File: src/rtl/pmsr_pkg.sv
// package: constants and carrier types for the power mode and supply reset block
package pmsr_pkg;

	// power control register layout (8 bits)
	localparam int PMSR_PWRCTL_W     = 8;
	localparam int PMSR_IDLE_BIT     = 0;
	localparam int PMSR_PDOWN_BIT    = 1;
	localparam int PMSR_FLAG_ZERO_BIT = 2;
	localparam int PMSR_FLAG_ONE_BIT = 3;
	localparam logic [7:0] PMSR_PWRCTL_RESET = 8'h00;
	// writable bits mask: idle, power-down, two general flags
	localparam logic [7:0] PMSR_PWRCTL_WMASK = 8'h0F;

	// clock and timing
	localparam int PMSR_CLK_MHZ        = 100;
	localparam int PMSR_GLITCH_NS      = 1000;
	localparam int PMSR_GLITCH_CYC     = (PMSR_GLITCH_NS * PMSR_CLK_MHZ + 999) / 1000;
	localparam int PMSR_HOLD_CYC_W     = 16;
	localparam int PMSR_EXT_RST_OSC    = 24;
	localparam int PMSR_PORT_W         = 8;
	localparam int PMSR_SYNC_W         = 3;

	typedef struct packed {
		logic                     wr_en;
		logic [PMSR_PWRCTL_W-1:0] wr_data;
		logic                     instr_done;
	} pmsr_cpu_req_t;

	typedef struct packed {
		logic [PMSR_PORT_W-1:0]   port_lvl;
		logic                     addr_latch;
		logic                     program_store_strobe;
	} pmsr_pins_t;

endpackage

File: src/rtl/pmsr_glitch_filter.sv
// glitch filter: an input level must persist for a fixed count before it is accepted
`timescale 1ns/1ns
`default_nettype none
module pmsr_glitch_filter
	import pmsr_pkg::*;
(
	input  wire logic mclk_in,
	input  wire logic nrst_in,
	input  wire logic raw_in,
	output logic      filt_out
);
	logic [PMSR_HOLD_CYC_W-1:0] cnt_reg;

	// a dip shorter than the filter time restarts the count and leaves the output alone
	always_ff @(posedge mclk_in)
	begin
		if (!nrst_in)
		begin
			cnt_reg  <= '0;
			filt_out <= 1'b0;
		end
		else if (raw_in == filt_out)
			cnt_reg <= '0;
		else if (cnt_reg >= PMSR_HOLD_CYC_W'(PMSR_GLITCH_CYC - 1))
		begin
			cnt_reg  <= '0;
			filt_out <= raw_in;
		end
		else
			cnt_reg <= cnt_reg + 1'b1;
	end
endmodule
`default_nettype wire

File: src/rtl/pmsr_power_mode.sv
// power mode and supply reset controller: supply supervisor, idle and power-down control
// Overview of operation
// RL1 - hold CPU reset at power-up until supply passes the release threshold
// RL2 - assert CPU reset when supply falls to the brownout threshold
// RL3 - supply dips shorter than the filter time cause no reset
// RL4 - idle entered only after the instruction setting the idle bit completes
// RL5 - idle gates CPU clock, keeps interrupt, timer zero, serial clocks running
// RL6 - all CPU state preserved through idle
// RL7 - ports hold levels in idle; address latch and program strobes held high
// RL8 - enabled interrupt in idle clears idle bit, ends idle, gets serviced
// RL9 - after return from interrupt, execution resumes after the idle instruction
// RL10 - software-writable general flag tells idle from normal interruption
// RL11 - external reset must be held 24 oscillator periods to end idle; the code acts on it as soon as it is synchronised
// RL12 - software may request power-down through a control bit
// RL13 - hardware reset in idle clears idle bit, restarts at reset vector
`timescale 1ns/1ns
`default_nettype none
module pmsr_power_mode
	import pmsr_pkg::*;
(
	input  wire logic                   mclk_in,
	input  wire logic                   nrst_in,
	input  wire logic                   supply_above_release_in,
	input  wire logic                   supply_below_brownout_in,
	input  wire logic                   ext_reset_in,
	input  wire pmsr_cpu_req_t          cpu_req_in,
	input  wire logic                   irq_pending_in,
	input  wire pmsr_pins_t             pins_live_in,
	output logic                        cpu_reset_out,
	output logic                        cpu_clk_en_out,
	output logic                        periph_clk_en_out,
	output logic                        osc_run_out,
	output logic [PMSR_PWRCTL_W-1:0]    power_control_reg_out,
	output pmsr_pins_t                  pins_out,
	output logic                        idle_out
);
	typedef enum logic [1:0] {PMSR_RESET, PMSR_RUN, PMSR_IDLE, PMSR_PDOWN} pmsr_state_t;

	pmsr_state_t                state_reg;
	logic [PMSR_SYNC_W-1:0]     rel_sync_reg;
	logic [PMSR_SYNC_W-1:0]     bo_sync_reg;
	logic [PMSR_SYNC_W-1:0]     xr_sync_reg;
	logic                       rel_lvl_reg;
	logic                       bo_lvl_reg;
	logic                       xr_lvl_reg;
	logic                       supply_ok;
	logic                       supply_ok_filt;
	logic [PMSR_PWRCTL_W-1:0]   power_control_reg;
	logic [PMSR_PWRCTL_W-1:0]   power_control_next;
	logic                       enter_low_power;
	logic                       idle_pending_reg;
	logic                       pdown_pending_reg;
	logic                       supply_ok_reg;
	logic                       hw_reset;
	pmsr_pins_t                 pins_hold_reg;

	function automatic logic sync_agree(input logic [PMSR_SYNC_W-1:0] s, input logic cur);
		// change accepted only when the second and third stages agree
		sync_agree = (s[1] == s[2]) ? s[2] : cur;
	endfunction

	always_ff @(posedge mclk_in)
	begin
		if (!nrst_in)
		begin
			rel_sync_reg <= '0;
			bo_sync_reg  <= '1;
			xr_sync_reg  <= '0;
			rel_lvl_reg  <= 1'b0;
			bo_lvl_reg   <= 1'b1;
			xr_lvl_reg   <= 1'b0;
		end
		else
		begin
			rel_sync_reg <= {rel_sync_reg[1:0], supply_above_release_in};
			bo_sync_reg  <= {bo_sync_reg[1:0], supply_below_brownout_in};
			xr_sync_reg  <= {xr_sync_reg[1:0], ext_reset_in};
			rel_lvl_reg  <= sync_agree(rel_sync_reg, rel_lvl_reg);
			bo_lvl_reg   <= sync_agree(bo_sync_reg, bo_lvl_reg);
			xr_lvl_reg   <= sync_agree(xr_sync_reg, xr_lvl_reg);
		end
	end

	// hysteresis: release needs the upper threshold, loss needs the brownout one
	always_ff @(posedge mclk_in)
	begin
		if (!nrst_in)
			supply_ok_reg <= 1'b0;
		else if (!supply_ok_reg && rel_lvl_reg && !bo_lvl_reg)
			supply_ok_reg <= 1'b1; // [RL1]
		else if (supply_ok_reg && bo_lvl_reg)
			supply_ok_reg <= 1'b0; // [RL2]
	end

	assign supply_ok = supply_ok_reg;

	pmsr_glitch_filter u_filter (
		.mclk_in  (mclk_in),
		.nrst_in  (nrst_in),
		.raw_in   (supply_ok),
		.filt_out (supply_ok_filt)
	); // [RL3]

	// the external reset is expected to be held 24 oscillator periods; it acts at once here
	assign hw_reset = !supply_ok_filt || xr_lvl_reg; // [RL1] [RL2] [RL11] [RL13]

	always_comb
	begin
		power_control_next = power_control_reg;
		if (cpu_req_in.wr_en && state_reg == PMSR_RUN)
			power_control_next = (cpu_req_in.wr_data & PMSR_PWRCTL_WMASK) |
				(power_control_reg & ~PMSR_PWRCTL_WMASK); // [RL10] [RL12]
		if (state_reg == PMSR_IDLE && irq_pending_in)
			power_control_next[PMSR_IDLE_BIT] = 1'b0; // [RL8]
		if (state_reg == PMSR_PDOWN && irq_pending_in)
			power_control_next[PMSR_PDOWN_BIT] = 1'b0;
	end

	always_ff @(posedge mclk_in)
	begin
		if (!nrst_in || hw_reset)
			power_control_reg <= PMSR_PWRCTL_RESET; // [RL13]
		else
			power_control_reg <= power_control_next;
	end

	// the edge that enters a low-power mode already freezes the pins, so no live value leaks
	assign enter_low_power = !hw_reset && state_reg == PMSR_RUN && cpu_req_in.instr_done &&
		(idle_pending_reg || pdown_pending_reg);

	// the writing instruction is allowed to finish before the mode takes effect
	always_ff @(posedge mclk_in)
	begin
		if (!nrst_in || hw_reset)
		begin
			idle_pending_reg  <= 1'b0;
			pdown_pending_reg <= 1'b0;
		end
		else if (state_reg == PMSR_RUN)
		begin
			if (cpu_req_in.wr_en)
			begin
				idle_pending_reg  <= cpu_req_in.wr_data[PMSR_IDLE_BIT]; // [RL4]
				pdown_pending_reg <= cpu_req_in.wr_data[PMSR_PDOWN_BIT]; // [RL12]
			end
			else if (cpu_req_in.instr_done)
			begin
				idle_pending_reg  <= 1'b0;
				pdown_pending_reg <= 1'b0;
			end
		end
		else
		begin
			idle_pending_reg  <= 1'b0;
			pdown_pending_reg <= 1'b0;
		end
	end

	always_ff @(posedge mclk_in)
	begin
		if (!nrst_in || hw_reset)
			state_reg <= PMSR_RESET;
		else
		begin
			case (state_reg)
				PMSR_RESET:
					state_reg <= PMSR_RUN;
				PMSR_RUN:
					if (cpu_req_in.instr_done && pdown_pending_reg)
						state_reg <= PMSR_PDOWN;
					else if (cpu_req_in.instr_done && idle_pending_reg)
						state_reg <= PMSR_IDLE; // [RL4]
				PMSR_IDLE:
					if (irq_pending_in)
						state_reg <= PMSR_RUN; // [RL8] [RL9]
				PMSR_PDOWN:
					if (irq_pending_in)
						state_reg <= PMSR_RUN;
				default:
					state_reg <= PMSR_RESET;
			endcase
		end
	end

	// capture pin levels while running so idle freezes them as they were
	always_ff @(posedge mclk_in)
	begin
		if (!nrst_in)
			pins_hold_reg <= '0;
		else if (state_reg == PMSR_RUN)
			pins_hold_reg <= pins_live_in; // [RL7]
	end

	always_ff @(posedge mclk_in)
	begin
		if (!nrst_in)
			pins_out <= '0;
		else if (enter_low_power)
		begin
			pins_out.port_lvl             <= pins_live_in.port_lvl; // [RL7]
			pins_out.addr_latch           <= 1'b1; // [RL7]
			pins_out.program_store_strobe <= 1'b1; // [RL7]
		end
		else if (state_reg == PMSR_IDLE || state_reg == PMSR_PDOWN)
		begin
			pins_out.port_lvl             <= pins_hold_reg.port_lvl; // [RL7]
			pins_out.addr_latch           <= 1'b1; // [RL7]
			pins_out.program_store_strobe <= 1'b1; // [RL7]
		end
		else
			pins_out <= pins_live_in;
	end

	// gating the enable rather than state keeps every CPU register untouched
	assign cpu_clk_en_out        = (state_reg == PMSR_RUN); // [RL5] [RL6]
	assign periph_clk_en_out     = (state_reg == PMSR_RUN) || (state_reg == PMSR_IDLE); // [RL5]
	assign osc_run_out           = (state_reg != PMSR_PDOWN);
	assign cpu_reset_out         = (state_reg == PMSR_RESET); // [RL1] [RL2]
	assign power_control_reg_out = power_control_reg;
	assign idle_out              = (state_reg == PMSR_IDLE);
endmodule
`default_nettype wire

File: config.mk
export PLATFORM = sky130hd
export DESIGN_NAME = pmsr_power_mode
export DESIGN_NICKNAME = d
export VERILOG_FILES = /design/src/rtl/pmsr_pkg.sv /design/src/rtl/pmsr_glitch_filter.sv /design/src/rtl/pmsr_power_mode.sv
export SDC_FILE = /design/constraint.sdc
export NUM_CORES = 1
export LEC_CHECK = 0
export BUFFER_PORTS_ARGS = -buffer_cell sky130_fd_sc_hd__buf_4
export CAP_MARGIN = 20
export CORE_MARGIN = 3
export CORE_UTILIZATION = 50
export CTS_CLUSTER_DIAMETER = 60
export DETAILED_ROUTE_END_ITERATION = 7
export PLACE_DENSITY = 0.79
export SYNTH_ARGS = -nofsm -noshare
export SYNTH_HDL_FRONTEND = slang
export SYNTH_SLANG_ARGS = --single-unit
File: constraint.sdc
create_clock -name mclk_in -period 2.7 [get_ports mclk_in]
set_input_delay 0.135 -clock mclk_in [delete_from_list [all_inputs] [get_ports mclk_in]]
set_output_delay 0.135 -clock mclk_in [all_outputs]
set_load 0.02 [all_outputs]
==> run metrics, run 1 <==
Final nets 275; WP buf/inv 1; antenna-violating nets left 0; Core Area 3799 sq um; Leakage 1.062 nW; Final Hold Fails 0; Int Pwr 1.096 mW; Die Span Y 69.97 microns; fill count 320; area delta synth->final 21.53%; H-tree levels 2; Syn. warnings 0; via/cell ratio 4.751; Mapped Avg Cell Area 10.49 sq um; Min Clock Period, post-route 1.805 ns; status finished, final reports clean; Crit path arrival time 2.01 ns; synth unique cells 37; synthesized flop and latch total 56; Global Route Usage Sum 0.1517; Slew Limit Fails 0; Worst path max stage delay 0.40 ns; Remaining DRCs 0; top cells by area, synth dfxtp_1 55%, mux2i_1 7.8%, nor2b_1 4.9%; Max Cap Viol 0; most frequent cell after synthesis dfxtp_1; Worst VDD drop 0.0004426 V; I/O Buffers 40; mapped cell area 2046 sq um; residual overflow from global routing 0; setup violators final 0; non-filler instance count after layout 293; Seq pwr share 0.610; Detailed Place HPWL 2489 microns; cell taking the most area after synthesis dfxtp_1; number of flops mapped to enable cells by yosys 0; switch share 0.2154; Clk pwr share 0.333; post-synth top area share 0.5480; initial DRC count 78; largest net degree at the start of global routing 37; startpoint types flip-flop; # IOs 49; CP Max Fanout 11; width of the die 69.97 microns; kind of critical path reg2reg; antenna fix cells 0; Worst-Skew Late Latency 0.30 ns; TritonRoute pass-1 iters 4; Num CTS Buffers 5; PwrDens 561.8 nW/um^2; Placed Cells 285; TritonCTS clock tree built; clock root cell clkbuf_8; postcts setup bufs 0; total number of vias 1392; class of the worst hold path in2reg; Worst Clk Skew 0.004886 ns; Worst Path Required 2.90 ns; Die ar. 4895 sq um; first-pass GRT wire length 5927 microns; vias in the first global route 1334; Worst Setup End Kind flip-flop; Core Rows 22; Net Sw Power 0.3008 mW; post-CTS sizing 0; wire per inst 11.91 microns; # hold bufs at CTS 0; post-synthesis sequential area ratio 0.5480; Max Freq 554.1 MHz; setup tns final 0 ns; Mapped Cells 195; CTS Sinks 56; Commonest cells post-synth 56 x dfxtp_1, 16 x mux2i_1, 16 x nor2b_1, 12 x nor2_1, 10 x nand2_1; slowest stage cell, crit path ha_1; critical path's top delay family adder cells; post-route cell area 2486 sq um; crit path cell chain inv_1, ha_1, nand3b_1, o22ai_4, mux2i_1, nor2b_1; share of cells above drive strength 1 0.2286; DP Area 2392 sq um; final hold slack 0.009952 ns; Initial Utilization 0.5385; Gate power share 0.057; Placer Congestion 0.7824; RSZ-0062 raised after global routing no; clock-pin transition on the worst setup and hold timing paths 0.09 ns; prevailing post-synth register cell dfxtp_1; fin crit share 0.6684; antenna violations before repair 0; max reg flops 16; Async S/R FF share, synth 0; clock buffer depth 2; Routed WL 3489 microns
through the flow:
stage | utilization | setup slack, ns | power, mW
floorplan | - | 1.011 | 0.9120
global placement | 0.6298 | 0.9468 | 0.9489
detailed placement | 0.6298 | 0.9394 | 0.9509
CTS | 0.6545 | 0.8578 | 1.414
global route | 0.6545 | 0.7297 | 1.453
finish | 0.6545 | 0.8953 | 1.397
power by group through the flow:
stage / clock [mW] / combinational, mW / sequential, mW
after floorplan: 0 / 0.0318 / 0.880
after global placement: 0 / 0.0785 / 0.870
after detailed placement: 0 / 0.0795 / 0.871
after CTS: 0.482 / 0.0799 / 0.852
after global routing: 0.512 / 0.0871 / 0.854
final: 0.466 / 0.0793 / 0.852
layer usage:
metal	up-vias	GRT usage	wire [microns]
met5	-	0	0
met4	0	0.08298	100
met3	9	0.03885	166
met2	33	0.2371	1687
met1	617	0.1901	1535
li1	733	-	-
cell type report:
type | count | area, sq um | share of cell area
multi-input combinational | 136 | 888.4 | 0.3573
tap | 48 | 60.06 | 0.02416
sequential | 56 | 1121 | 0.4509
timing repair buffer | 41 | 307.8 | 0.1238
inverter | 4 | 15.01 | 0.006039
clock buffer | 7 | 86.33 | 0.03473
clock inverter | 1 | 7.507 | 0.003020
cells in the final DEF, fill, tap and decap left out:
master	instances
a2111oi_0	2
a21boi_0	2
a21o_1	1
a21oi_1	8
and2_1	6
and3_1	1
and3b_1	1
buf_4	41
clkbuf_1	1
clkbuf_8	6
clkinvlp_4	1
conb_1	13
dfxtp_1	56
ha_1	5
inv_1	4
mux2i_1	16
nand2_1	10
nand2b_1	3
nand3_1	7
nand3b_1	2
nor2_1	12
nor2_2	5
nor2_4	1
nor2b_1	16
nor3_1	1
nor3b_1	3
nor4_1	2
o211ai_1	1
o21a_1	2
o21ai_0	5
o21ai_1	1
o221a_2	1
o22ai_4	1
o31ai_1	1
or3_1	1
xnor2_1	1
xor2_1	5
worst paths after layout:
path                                 start        endpoint  slack, ns  depth (start not counted)
setup / recovery              state_reg[1]     pins_out[2]       0.90                          6
hold / removal    supply_below_brownout_in  bo_sync_reg[0]       0.01                          2
setup reg to reg              state_reg[1]     pins_out[2]       0.90                          6
hold reg to reg             bo_sync_reg[0]  bo_sync_reg[1]       0.41                          1
logic make-up (layout without fill, tap and decap cells):
| logic type | count (synthesis) | in the layout | share of synthesized area |
|---|---|---|---|
| mux | 16 | 16 | 0.07829 |
| fa+ha+maj | 5 | 5 | 0.03058 |
| simple gates | 71 | 71 | 0.1921 |
| buf+inv | 15 | 53 | 0.03975 |
| xor+xnor | 6 | 6 | 0.02569 |
| compound gates | 25 | 25 | 0.08379 |
| flops | 56 | 56 | 0.5480 |
| other cells | 1 | 13 | 0.001833 |
(Power assumes the default switching activity.)
==> run 2: changes to the inputs <==
--- a/config.mk
+++ b/config.mk
@@ -5,13 +5,14 @@
 export SDC_FILE = /design/constraint.sdc
 export NUM_CORES = 1
 export LEC_CHECK = 0
+export ABC_AREA = 1
 export BUFFER_PORTS_ARGS = -buffer_cell sky130_fd_sc_hd__buf_4
 export CAP_MARGIN = 20
 export CORE_MARGIN = 3
-export CORE_UTILIZATION = 50
+export CORE_UTILIZATION = 47
 export CTS_CLUSTER_DIAMETER = 60
 export DETAILED_ROUTE_END_ITERATION = 7
-export PLACE_DENSITY = 0.79
+export PLACE_DENSITY = 0.78
 export SYNTH_ARGS = -nofsm -noshare
 export SYNTH_HDL_FRONTEND = slang
 export SYNTH_SLANG_ARGS = --single-unit
==> constraint.sdc (replaced) <==
create_clock -name mclk_in -period 1.6 [get_ports mclk_in]
set_input_delay 0.08 -clock mclk_in [delete_from_list [all_inputs] [get_ports mclk_in]]
set_output_delay 0.08 -clock mclk_in [all_outputs]
set_load 0.02 [all_outputs]
==> run metrics, run 2 <==
number of flops mapped to enable cells by yosys 0; Worst-Skew Late Latency 0.30 ns; RSZ-0062 raised after global routing no; synthesized flop and latch total 56; antenna-violating nets left 0; Detailed Place HPWL 2840 microns; Async S/R FF share, synth 0; Hold Startpoint cpu_req_in[3]; cell taking the most area after synthesis dfxtp_1; post-synth top area share 0.5246; width of the die 73.43 microns; Worst Path Required 1.78 ns; synth unique cells 26; Commonest cells post-synth 56 x dfxtp_1, 53 x nand2_1, 35 x inv_1, 26 x a21oi_1, 23 x nor2_1; share of cells above drive strength 1 0.2174; WP buf/inv 1; Initial Utilization 0.5086; Placer Congestion 0.8040; most frequent cells in the layout 56 x dfxtp_1, 53 x nand2_1, 43 x buf_4, 35 x inv_1, 26 x a21oi_1; Worst Hold End power_control_reg_out[2]; Die Span Y 73.43 microns; Crit Reg-Reg Endpoint power_control_reg_out[0]; R2R cell count 6; total number of vias 1734; area delta synth->final 27.52%; Remaining DRCs 0; wire per inst 10.78 microns; initial DRC count 76; Worst path max stage delay 0.34 ns; Slew Limit Fails 0; max reg flops 16; most frequent cell after synthesis dfxtp_1; prevailing post-synth register cell dfxtp_1; crit path cell chain inv_1, ha_1, nand2_1, or2_2, o21ai_0, a211oi_1; I/O Buffers 40; via/cell ratio 4.661; worst flop-to-flop path startpoint state_reg[1]; TritonCTS clock tree built; fin crit share 0.9141; setup tns final 0 ns; startpoint types flip-flop; critical path's top delay family simple AND/OR/NAND/NOR gates; top cells by area, synth dfxtp_1 52%, nand2_1 9.3%, inv_1 6.1%; final core occ 0.6486; pre-CTS setup slack 0.06288 ns; Tot Pwr 2.826 mW; Core Rows 23; mapped cell area 2137 sq um; H-tree levels 2; Routed WL 4009 microns; vias in the first global route 1602; Min Clock Period, post-route 1.463 ns; Die ar. 5392 sq um; DP Area 2506 sq um; Core Area 4202 sq um; kind of critical path reg2reg; Final nets 352; clock buffer depth 2; CP Max Fanout 6; Leakage 1.242 nW; non-filler instance count after layout 372; class of the worst hold path in2reg; Num CTS Buffers 5; PwrDens 1037 nW/um^2; antenna fix cells 0; slowest stage cell, crit path dfxtp_1; clock root cell clkbuf_8; Worst VDD drop 0.0006014 V; Mapped Avg Cell Area 8.126 sq um; first-pass GRT wire length 6844 microns; commonest non-fill, non-tap cell in the layout dfxtp_1; Mapped Cells 263; Max Freq 683.7 MHz; Worst Setup End Kind flip-flop; clock-pin transition on the worst setup and hold timing paths 0.10 ns; Global Route Usage Sum 0.1611; Placed Cells 358; post-synthesis sequential area ratio 0.5246; Final Hold Fails 0; Worst Clk Skew 0.006492 ns; residual overflow from global routing 0; Crit path arrival time 1.65 ns; Max Cap Viol 0; setup violators final 0; largest net degree at the start of global routing 20; status finished, final reports clean; Syn. warnings 0; post-route cell area 2725 sq um; antenna violations before repair 0; final hold slack 0.02680 ns; # IOs 49; TritonRoute pass-1 iters 4; hold path cells 3; CTS Sinks 56; FF-to-FF setup slack 0.14 ns; worst setup margin 0.1375 ns
==> run 2: cell families after synthesis <==
family / count (synthesis) / share of synthesized area
buffers and inverters: 46 / 0.09602
xor gates and xnor gates: 4 / 0.01640
other: 1 / 0.001755
and+or+nand+nor: 99 / 0.2026
DFF: 56 / 0.5246
AOI/OAI and AO/OA: 52 / 0.1294
adders and majority gates: 5 / 0.02927
==> run 2: worst max path at each step <==
stage / endpoint / slack [ns] / cells past startpoint / start
after floorplan: pins_out[5] / 0.15 / 7 / state_reg[1]
after global placement: pins_out[5] / 0.12 / 7 / state_reg[1]
after detailed placement: pins_out[3] / 0.06 / 7 / state_reg[1]
after CTS: pins_out[3] / 0.04 / 7 / state_reg[1]
after global routing: pins_hold_reg[7] / 0.02 / 5 / state_reg[1]
final: power_control_reg_out[0] / 0.14 / 6 / state_reg[1]
==> run 2: timing repair <==
action | 4_1_cts | 5_1_grt
buffers inserted | 0 | 2
resized for setup | 0 | 2
endpoints found under the hold margin | 5 | 0
hold buffers | 4 | 0
setup endpoints to repair | 0 | 12
==> run 2: cell type report <==
cell class	count	area, sq um
clock buffer	5	68.82
timing repair buffer	48	382.9
multi-input combinational	173	860.8
sequential	56	1121
clock inverter	3	90.09
tap	50	62.56
inverter	37	138.9
fill	350	1476
==> run 2: layer usage <==
layer  up-vias  global-route usage  wire length (microns)
met3         5             0.03830                    164
met5         -                   0                      0
met1       773              0.1900                   1802
li1        921                   -                      -
met4         0             0.06439                     48
met2        35              0.2800                   1993
==> run 2: power breakdown <==
group	internal (mW)	switching (mW)	total, mW
clock	0.782	0.444	1.23
sequential	1.43	0.0105	1.44
combinational	0.0772	0.0850	0.162
==> run 2: worst min-delay path, delay by kind of cell <==
family / cells / cell delay, ns
AND/OR/NAND/NOR: 1 / 0.05
AO/OA/AOI/OAI: 1 / 0.05
buffers and inverters: 1 / 0.11
